===== config.mk =====
export PLATFORM = sky130hd
export DESIGN_NAME = gpc_top
export DESIGN_NICKNAME = d
export VERILOG_FILES = /design/src/gpc_pkg.sv /design/src/gpc_cnt_if.sv /design/src/gpc_counter.sv /design/src/gpc_top.sv
export SDC_FILE = /design/constraint.sdc
export NUM_CORES = 1
export LEC_CHECK = 0
export BUFFER_PORTS_ARGS = -buffer_cell sky130_fd_sc_hd__clkbuf_2
export CAP_MARGIN = 20
export CELL_PAD_IN_SITES_DETAIL_PLACEMENT = 1
export CELL_PAD_IN_SITES_GLOBAL_PLACEMENT = 1
export CORE_ASPECT_RATIO = 2
export CORE_MARGIN = 2
export CORE_UTILIZATION = 35
export CTS_BUF_LIST = sky130_fd_sc_hd__clkbuf_8
export DETAILED_ROUTE_END_ITERATION = 10
export PLACE_DENSITY_LB_ADDON = 0.1
export SYNTH_ARGS = -nofsm -noshare
export SYNTH_HDL_FRONTEND = slang
export SYNTH_SLANG_ARGS = --single-unit
export TNS_END_PERCENT = 1

===== constraint.sdc =====
create_clock -name mclk -period 3.1 [get_ports mclk]
set_input_delay 0.62 -clock mclk [delete_from_list [all_inputs] [get_ports mclk]]
set_output_delay 0.62 -clock mclk [all_outputs]
set_load 0.01 [all_outputs]

===== src/gpc_pkg.sv =====
// Package for the gated pulse counter: word codes, field positions, timing.
// Assumes words arrive as 16-bit values, octal codes given as hex here.
package gpc_pkg;

    // ------------------------------------------------------------
    // Word formats
    // ------------------------------------------------------------
    localparam int          WORD_W            = 16;
    localparam int          COUNT_W           = 12;
    localparam logic [11:0] COUNT_MAX         = 12'hFFF;
    // Octal 10000 preset word, octal 170040/170160/170240 control words
    localparam logic [15:0] PRESET_WORD       = 16'h1000;
    localparam logic [15:0] CTRL_OUTPUT       = 16'hF020;
    localparam logic [15:0] CTRL_TIMING       = 16'hF070;
    localparam logic [15:0] CTRL_INPUT        = 16'hF0A0;
    localparam int          SYSTEM_ENABLE_POS = 5;
    localparam int          TRANSFER_EN_POS   = 4;
    localparam int          TIMING_MODE_POS   = 6;
    localparam int          INPUT_SELECT_POS  = 7;

    // ------------------------------------------------------------
    // Timing
    // ------------------------------------------------------------
    localparam int          CLK_MHZ           = 200;
    localparam int          MAX_PULSE_KHZ     = 200;
    localparam int          MIN_PULSE_CYC     = (CLK_MHZ * 1000) / (MAX_PULSE_KHZ * 2);
    // One gate unit is 1 ms, so gates of 10 ms up to 4.095 s fit a 12-bit word
    localparam int          GATE_UNIT_US      = 1000;
    localparam int          GATE_UNIT_CYC     = GATE_UNIT_US * CLK_MHZ;

    typedef enum logic [1:0] {
        GPC_IDLE   = 2'b00,
        GPC_OUTPUT = 2'b01,
        GPC_TIMING = 2'b10,
        GPC_INPUT  = 2'b11
    } gpc_mode_e;

endpackage


===== src/gpc_cnt_if.sv =====
// Interface between the control top and the counter core.
// Assumes one clock domain.
`timescale 1ns/1ps
interface gpc_cnt_if;
    logic        clear;
    logic        count_pulse;
    logic [11:0] count;
    modport ctrl (output clear, output count_pulse, input count);
    modport core (input clear, input count_pulse, output count);
endinterface


===== src/gpc_counter.sv =====
// Twelve-bit counter core, wrap modulo 4096, no overflow flag.
// Assumes count_pulse is a single-cycle pulse on mclk.
`timescale 1ns/1ps
module gpc_counter
    import gpc_pkg::*;
(
    input  wire logic mclk,
    input  wire logic rst,
    gpc_cnt_if.core   cnt
);
    // Clear wins over a coincident pulse so a preset starts clean
    always_ff @(posedge mclk or posedge rst) begin
        if (rst) begin
            cnt.count <= 12'h000;
        end else if (cnt.clear) begin
            cnt.count <= 12'h000; // (RULE3)
        end else if (cnt.count_pulse) begin
            cnt.count <= cnt.count + 12'h001; // (RULE1) (RULE13)
        end
    end
endmodule


===== src/gpc_top.sv =====
// Gated pulse counter with its companion gate timer and word decoder.
// Assumes words come with a one-cycle strobe on mclk; pins are asynchronous.
//
// Function
// (RULE1) Count capacity is 4095 per measurement
// (RULE2) Count only while count enable active
// (RULE3) Preset word clears the count; code clears it in output mode only
// (RULE4) Output control word enters plain output mode
// (RULE5) Timing control word; next word gives gate
// (RULE6) Host waits for completion before input select
// (RULE7) Input select word enters input mode; read count
// (RULE8) Timing mode works only with strap fitted
// (RULE9) Count pulses up to 200 kHz
// (RULE10) External pulse gates reference counts for intervals
// (RULE11) Host picks gate from 10 ms upward
// (RULE12) Timing on raises service request; status clears
// (RULE13) Counter wraps modulo 4096, no overflow flag
`timescale 1ns/1ps
module gpc_top
    import gpc_pkg::*;
#(
    parameter int GATE_UNIT = GATE_UNIT_CYC
)(
    input  wire logic        mclk,
    input  wire logic        rst,
    input  wire logic        word_strobe,
    input  wire logic [15:0] word_data,
    input  wire logic        status_read,
    input  wire logic        pulse_in,
    input  wire logic        ext_enable_in,
    input  wire logic        use_ext_gate,
    input  wire logic        timing_option_strap,
    output logic [11:0]      count_value,
    output logic [1:0]       mode,
    output logic             gate_active,
    output logic             completion_flag,
    output logic             service_request
);

    // ------------------------------------------------------------
    // Pin synchronisers
    // ------------------------------------------------------------
    logic [1:0] pulse_sync;
    logic [1:0] ext_sync;
    logic       pulse_prev;
    logic       strap;

    // Edge detector resets low, matching the idle pin, so no false edge
    always_ff @(posedge mclk or posedge rst) begin
        if (rst) begin
            pulse_sync <= 2'b00;
            ext_sync   <= 2'b00;
            pulse_prev <= 1'b0;
        end else begin
            pulse_sync <= {pulse_sync[0], pulse_in};
            ext_sync   <= {ext_sync[0], ext_enable_in};
            pulse_prev <= pulse_sync[1];
        end
    end

    // Strap is a pin too: two flops, no reset, so they are full at release
    logic [1:0] strap_sync;
    always_ff @(posedge mclk) begin
        strap_sync <= {strap_sync[0], timing_option_strap};
    end

    // Strap taken once after reset release, never inside the reset branch
    logic strap_taken;
    always_ff @(posedge mclk or posedge rst) begin
        if (rst) begin
            strap       <= 1'b0;
            strap_taken <= 1'b0;
        end else if (!strap_taken) begin
            strap       <= strap_sync[1]; // (RULE8)
            strap_taken <= 1'b1;
        end
    end

    // ------------------------------------------------------------
    // Word decode
    // ------------------------------------------------------------
    gpc_mode_e   state;
    gpc_mode_e   next_state;
    logic        await_gate;
    logic [11:0] gate_left;
    logic [31:0] unit_cnt;

    // Last count of one gate unit, sized to the unit counter
    localparam logic [31:0] UNIT_LAST = 32'(GATE_UNIT - 1);

    // Control words carry all ones in the top nibble
    function automatic logic ctrl_word(input logic [15:0] w);
        return w[15:12] == CTRL_OUTPUT[15:12];
    endfunction

    // Exact match on one full control code
    function automatic logic code_is(input logic [15:0] w, input logic [15:0] code);
        return ctrl_word(w) && (w == code);
    endfunction

    // Strobe-qualified decodes, one name per word kind; then the gate timer terms
    wire is_ctrl      = word_strobe && ctrl_word(word_data);
    wire is_out_ctrl  = word_strobe && code_is(word_data, CTRL_OUTPUT);
    wire is_tim_ctrl  = word_strobe && code_is(word_data, CTRL_TIMING);
    wire is_in_ctrl   = is_ctrl && word_data[INPUT_SELECT_POS];
    wire is_data      = word_strobe && !is_ctrl;
    wire is_preset    = is_data && (state == GPC_OUTPUT) && (word_data == PRESET_WORD);
    wire is_gate_word = is_data && await_gate;
    wire gate_run     = gate_left != 12'h000;
    wire unit_done    = unit_cnt == UNIT_LAST;
    wire gate_end     = gate_run && unit_done && (gate_left == 12'h001);
    // Pulse edge after sync; 200 kHz gives ample margin over 5 ns sampling
    wire pulse_edge   = pulse_sync[1] && !pulse_prev; // (RULE9)
    wire count_en     = use_ext_gate ? ext_sync[1] : gate_run; // (RULE2) (RULE10)
    // Only a strapped timing word arms the gate; any data word disarms it
    wire next_await   = is_tim_ctrl ? strap : (is_data ? 1'b0 : await_gate); // (RULE5)

    // A timing word without the strap falls back to plain output mode
    always_comb begin
        next_state = state;
        if (is_tim_ctrl) begin
            next_state = strap ? GPC_TIMING : GPC_OUTPUT; // (RULE5) (RULE8)
        end else if (is_in_ctrl) begin
            next_state = GPC_INPUT; // (RULE7)
        end else if (is_out_ctrl) begin
            next_state = GPC_OUTPUT; // (RULE4)
        end
    end

    // ------------------------------------------------------------
    // Mode, gate timer and flags
    // ------------------------------------------------------------
    // Mode follows the decoded word one cycle later
    always_ff @(posedge mclk or posedge rst) begin
        if (rst) begin
            state      <= GPC_IDLE;
            await_gate <= 1'b0;
        end else begin
            state      <= next_state;
            await_gate <= next_await;
        end
    end

    // Gate length in 1 ms units; a word of zero gives no gate
    // Longest gate is 4095 units, just over four seconds
    always_ff @(posedge mclk or posedge rst) begin
        if (rst) begin
            gate_left <= 12'h000;
            unit_cnt  <= 32'h0;
        end else if (is_gate_word) begin
            gate_left <= word_data[11:0];
            unit_cnt  <= 32'h0;
        end else if (gate_run) begin
            unit_cnt  <= unit_done ? 32'h0 : unit_cnt + 32'h1;
            gate_left <= unit_done ? gate_left - 12'h001 : gate_left;
        end
    end

    // Completion set wins over a coincident clear by a new gate word
    always_ff @(posedge mclk or posedge rst) begin
        if (rst) begin
            completion_flag <= 1'b0;
        end else if (gate_end) begin
            completion_flag <= 1'b1; // (RULE6)
        end else if (is_gate_word || is_in_ctrl) begin
            completion_flag <= 1'b0;
        end
    end

    // Service request raised by timing mode; set wins over status read
    always_ff @(posedge mclk or posedge rst) begin
        if (rst) begin
            service_request <= 1'b0;
        end else if (is_tim_ctrl && strap) begin
            service_request <= 1'b1; // (RULE12)
        end else if (status_read) begin
            service_request <= 1'b0; // (RULE12)
        end
    end

    // ------------------------------------------------------------
    // Counter core
    // ------------------------------------------------------------
    // No overflow flag: the host must size the gate to stay under capacity
    gpc_cnt_if cnt_bus ();

    assign cnt_bus.clear       = is_preset; // (RULE3)
    assign cnt_bus.count_pulse = pulse_edge && count_en; // (RULE2)

    gpc_counter u_counter (
        .mclk (mclk),
        .rst  (rst),
        .cnt  (cnt_bus)
    );

    // Count is readable in any mode, no gate needed
    always_ff @(posedge mclk or posedge rst) begin
        if (rst) begin
            count_value <= 12'h000;
        end else begin
            count_value <= cnt_bus.count; // (RULE7)
        end
    end

    // Mode shown one cycle after the state that holds it
    always_ff @(posedge mclk or posedge rst) begin
        if (rst) begin
            mode <= 2'b00;
        end else begin
            mode <= state;
        end
    end

    // Gate level for the host; lags the timer by one cycle
    always_ff @(posedge mclk or posedge rst) begin
        if (rst) begin
            gate_active <= 1'b0;
        end else begin
            gate_active <= gate_run;
        end
    end

endmodule


Word level (Yosys, flattened, before mapping)
Cells that the tools add are included.

Register bits: 85. Logic and storage cells: 72. Input port bits: 24.

Add/sub/neg operators: 3. Multiplexer cells: 19. Equality and inequality tests: 7. Reductions and logical operators: 27.

Operators by type and width (count): 32-bit two-way mux (3); 12-bit two-way mux (5); 32-bit by 1-bit adder with 32-bit output, second input constant (1); 16-bit equality test, second input constant (2); 32-bit by 18-bit equality test with 1-bit output, second input constant (1); 16-bit by 13-bit equality test with 1-bit output, second input constant (1); 1-bit logical AND (15); 12-bit by 1-bit adder with 12-bit output, second input constant (1); 12-bit by 1-bit equality test with 1-bit output, second input constant (1); 12-bit nonzero test (1); 2-bit nonzero test (6); 12-bit by 1-bit subtractor with 12-bit output, second input constant (1); 2-bit two-way mux (4); 1-bit two-way mux (7); 4-bit equality test, second input constant (1); 3-bit nonzero test (1); 2-bit by 1-bit equality test with 1-bit output, second input constant (1); 1-bit zero test (2); 2-bit AND reduction (1); 1-bit logical OR (1).

Depth between registers and ports, before layout
Depth in word-level cells: 8. Depth in mapped cells: 9.

Hierarchy
A second synthesis with hierarchy kept.

Cell total of the unflattened synthesis: 404. Area total of the unflattened synthesis: 4053.9 µm².

By module, submodules not included: gpc_top (area an instance 3438.3 µm², instances 1, sequential area each 1816.7 µm², cells each 342); gpc_counter (area an instance 615.6 µm², instances 1, sequential area each 300.3 µm², cells each 62).

Worst setup path after synthesis
OpenSTA, ideal clock, no wires.

Kind: register -> register. From: reg unit_cnt[28]. To: reg gate_left[4]. Cell stages (with the launch flop): 7. Path slack: 1.050 ns. Clock period less this slack: 2.050 ns. Buffers on the path: 1. Arrival: 1.985 ns. Cell sequence: dfrtp_1 -> or4b_2 -> nor4_1 -> and4_1 -> buf_2 -> mux2_2 -> nand2_1.

Longest elaborated chain between the ends: 3.

Ends and longest elaborated chain: from (decl) (line gpc_top.sv:86) `logic [31:0] unit_cnt;`; from (signal assigned) (line gpc_top.sv:154) `unit_cnt <= unit_done ? 32'h0 : unit_cnt + 32'h1;`; 32-bit by 18-bit equality test with 1-bit output (line gpc_top.sv:110) `wire unit_done = unit_cnt == UNIT_LAST;`; 2-bit nonzero test (no line); 2-bit AND reduction (no line); to (signal assigned) (line gpc_top.sv:151) `gate_left <= word_data[11:0];`; to (signal assigned) (line gpc_top.sv:155) `gate_left <= unit_done ? gate_left - 12'h001 : gate_left;`; to (decl) (line gpc_top.sv:85) `logic [11:0] gate_left;`.

No other way between the ends. A chain may end at the register's enable or synchronous reset.

Worst setup path after layout
From: reg unit_cnt[0]. To: reg unit_cnt[18].

Longest elaborated chain between the ends: 4. Elaborated cells between the ends (all ways): 5.

Ends and longest elaborated chain: 32-bit by 1-bit adder with 32-bit output / 32-bit by 18-bit equality test with 1-bit output (equally long branches) (line gpc_top.sv:154, gpc_top.sv:110); 32-bit two-way mux (*) (line gpc_top.sv:154); 32-bit two-way mux (*) (line gpc_top.sv:153) `end else if (gate_run) begin`; 32-bit two-way mux (*) (line gpc_top.sv:150) `end else if (is_gate_word) begin`.

Mark *: on every way between the ends. The rest lies on a longest branch, timed or not. The select of a mux whose other input is x is not followed.

==> run summary <==
The tightest min-delay check is of the in -> async type. The cell accounting for the most synthesized area was dfrtp_1. The floorplan step defined a die boundary enclosing 0.0135 sq mm. The tools report the via count of the first global-routing pass as 4153. The actual transition at the worst max-transition pin came out at 0.908 ns. The tools report the master cell of the clock root buffer as clkbuf_8.

The number of antenna diodes was 0; the estimated wirelength of the detail-placed design was 10.2 mm. The detailed router put a total of 4.81 mm of wire on met1. The flow ran to the end, and the final reports show no timing, DRC or antenna violations.

The tools report the first-pass iteration count of the detailed router as 4. In the synthesized netlist, mux cells make up 2.17% of the area. Number of DRC markers after the initial detailed-route iteration: 162. Routed signal wires occupy layers up through met4. Via count of the routed design: 3855. The post-placement setup slack was 0.497 ns; the synthesized cell area was 0.00439 sq mm.

Across the VDD grid, the largest voltage drop is 0.230 mV. The number of buffers inserted by hold repair at cts is 0, and the clock latency reported for the late side of the worst-skew pair is 0.39 ns. Global routing consumed, over all layers together, 20.7% of the routing resources. The post-route minimum period was 2.47 ns; the critical-path maximum fanout was 7.

The worst path arrival time was 2.72 ns; the required time of the critical path was 3.35 ns. The initial utilization of the core area, before any placement, comes to 36.0%. Setup violations remaining at the end of the flow were counted as 0. On the final layout, the worst clock skew is 0.0182 ns. The logs give 0 for the number of gates resized after CTS and 55 for the count of cell types in the netlist. After synthesis, the largest family of logic cells by area is simple AND/OR/NAND/NOR gates. The run gives 9 as the number of buffers added by the clock tree synthesis step. TritonCTS built the clock tree.

The initial antenna violation count is 0. The kind of end point of the critical path was a register. The post-synthesis share of cell area spent on full adders, half adders and majority gates came out at 1.42%.

Cells with a size suffix above 1 make up 16.6% of the layout. The share of the Yosys chip area taken by registers is 48.2%. After synthesis, the cell types taking the most area are dfrtp_1, nand3_1, xor2_1, a31oi_1, nor2_1.

41 I/O pins were placed. The number of hold violations in the final report is 0, and the relative area change from synthesis to final layout is 13.7%. Routability-driven placement finished with a final weighted congestion of 0.813. The number of nets in the final layout was 537; the number of routed nets with antenna violations was 0. The floorplan step set the die height to 162 microns. The critical path class was reg -> reg. The H-tree was split into 3 levels.

In this run the core area contains 57 standard-cell rows. The maximum number of pins on one net before global-route repair was 43. The routed design has 13.4 mm of wire.

Each instance of the synthesized netlist takes up on average 9.42 sq um. The headroom to the max-slew limit was 39.5%; the total nets after synthesis was 495. Startpoint type of the worst setup path: a register. The synthesized-area fraction occupied by xor and xnor cells was 4.59%; the number of flops mapped to enable cells by yosys was 0. Leakage component of the power: 2.15 nW. The clock drives 85 sinks. The share of synthesized area in the top cell type comes to 47.3%. Post-CTS timing repair inserted 0 buffers for setup. The routed length on met2 came out at 7.90 mm.

The synthesized netlist devotes 10.6% of its cell area to compound gates. The buffer levels on the longest clock path came out at 2. Dividing the detail-routed wire length by the instance count gives 20.2 microns.

After detailed routing, the met3 layer carries 289 microns of wire. Once routing completed, OpenROAD measured the worst setup slack at 0.631 ns. After detailed placement, the total cell area comes to 0.00479 sq mm. Hold is met by 0.327 ns.

The tools report the final instance area as 0.00499 sq mm. After clock tree synthesis, the clock-pin slew on the worst setup and hold paths is 0.11 ns. The count of state elements after synthesis works out to 85.

The residual overflow from global routing was 0; the via-per-instance ratio was 5.84. For the detailed-route DRC error count, the log shows 0. Prevailing post-synth register cell: dfrtp_1. Instance count of the mapped netlist: 466. The port buffer count is 40. Max-cap violations in this run came to 0.

The share of synthesized flip-flops with an asynchronous set or reset is 97.6%. The die is 83.2 microns wide. For this run, the top clock speed supported by timing is 0.405 GHz.

The core region is 0.0122 sq mm. The first-pass GRT wire length is 21.8 mm. Yosys instantiated no cell more often than dfrtp_1. For this run, the number of Yosys warnings is 0.

The final period utilization was 79.6%. For this design the ratio of total power to cell area is 460 mW/mm^2. Setup repair after global routing left no endpoint under its margin. After synthesis, the most frequently instantiated cells are dfrtp_1, nand3_1, nor2_1. Simple-gate share of the synthesized area: 30.4%. For the final routed database, the setup TNS stands at 0 ns.

The number of max-slew violations in the final report was 0. The filler cells instantiated in the layout total 1423.
-- worst max-delay path, stage by stage (launching register included) --
cell	delay [ns]
dfrtp_1	0.47
ha_1	0.24
nand3_1	0.25
nor4_1	0.84
o2111ai_1	0.26
xor2_1	0.22
nor2_1	0.07
-- flip-flops by register name, summed over array words and instances (netlist names), 2 cells and up --
register             flops
u_counter.cnt.count     12
unit_cnt                32
count_value             12
mode                     2
strap_sync               2
gate_left               12
pulse_sync               2
ext_sync                 2
state                    2
-- layout make-up --
type / count / area [sq um] / share of cell area (%)
well taps: 147 / 184 / 3.68
clock inverters: 7 / 76.3 / 1.53
inverters: 9 / 35.0 / 0.702
clock buffers: 9 / 124 / 2.48
repair buffers: 51 / 295 / 5.91
flip-flops and latches: 85 / 2120 / 42.4
multi-input cells: 352 / 2160 / 43.3
-- routing by layer --
metal  track usage (%)  vias up
li1                  -     1812
met1              20.0     1965
met2              42.0       58
met3              3.65       20
met4              8.12        0
met5                 0        -
-- path summary, 6_finish.rpt --
path	startpoint	endpoint	slack (ns)	cells after the start
worst min register to register	strap_sync[0]	strap_sync[1]	0.34	0
worst min-delay path	rst	pulse_prev	0.33	2
worst max-delay path	unit_cnt[0]	unit_cnt[18]	0.63	6
max in group asynchronous	rst	unit_cnt[29]	2.06	3
min in group mclk	pulse_in	pulse_sync[0]	0.33	1
worst max register to register	unit_cnt[0]	unit_cnt[18]	0.63	6
-- stage by stage --
step	std cells	util, %	power [mW]
2_1_floorplan	466	-	1.39
3_3_place_gp	644	39.3	1.50
3_5_place_dp	644	39.3	1.51
4_1_cts	660	40.9	2.33
5_1_grt	660	40.9	2.41
6_report	660	40.9	2.30
-- power by group --
part	leakage, nW	switching [mW]	internal (mW)
combinational	0.996	0.116	0.0859
clock	0.103	0.497	0.321
sequential	1.05	0.0792	1.20
-- placed cells by master (no fill, tap or decap), drive strengths merged, types with 2 or more instances in the layout --
master,n
or4b,2
a21oi,9
and4bb,2
o211ai,6
nand4b,5
a31oi,28
and4,4
dfrtp,83
nand2,40
nor2,43
nor3b,3
o31ai,3
or4,4
nand2b,3
mux2i,5
and2,12
nand3,43
mux2,4
o2111ai,3
and3,15
nor3,8
a22o,2
nor2b,3
clkinv,4
or3,8
buf,11
nor4,20
xor2,21
clkbuf,49
inv,12
ha,5
dfxtp,2
xnor2,2
o21ai,18
nand4,20
-- cell families after synthesis --
kind of cell / Yosys count
AO/OA/AOI/OAI: 74
XOR/XNOR: 23
adder cells (fa/ha/maj): 5
buffers and inverters: 29
multiplexers: 9
other: 1
AND/OR/NAND/NOR: 240
flip-flops: 85
Power figures use the tool's default switching activity.
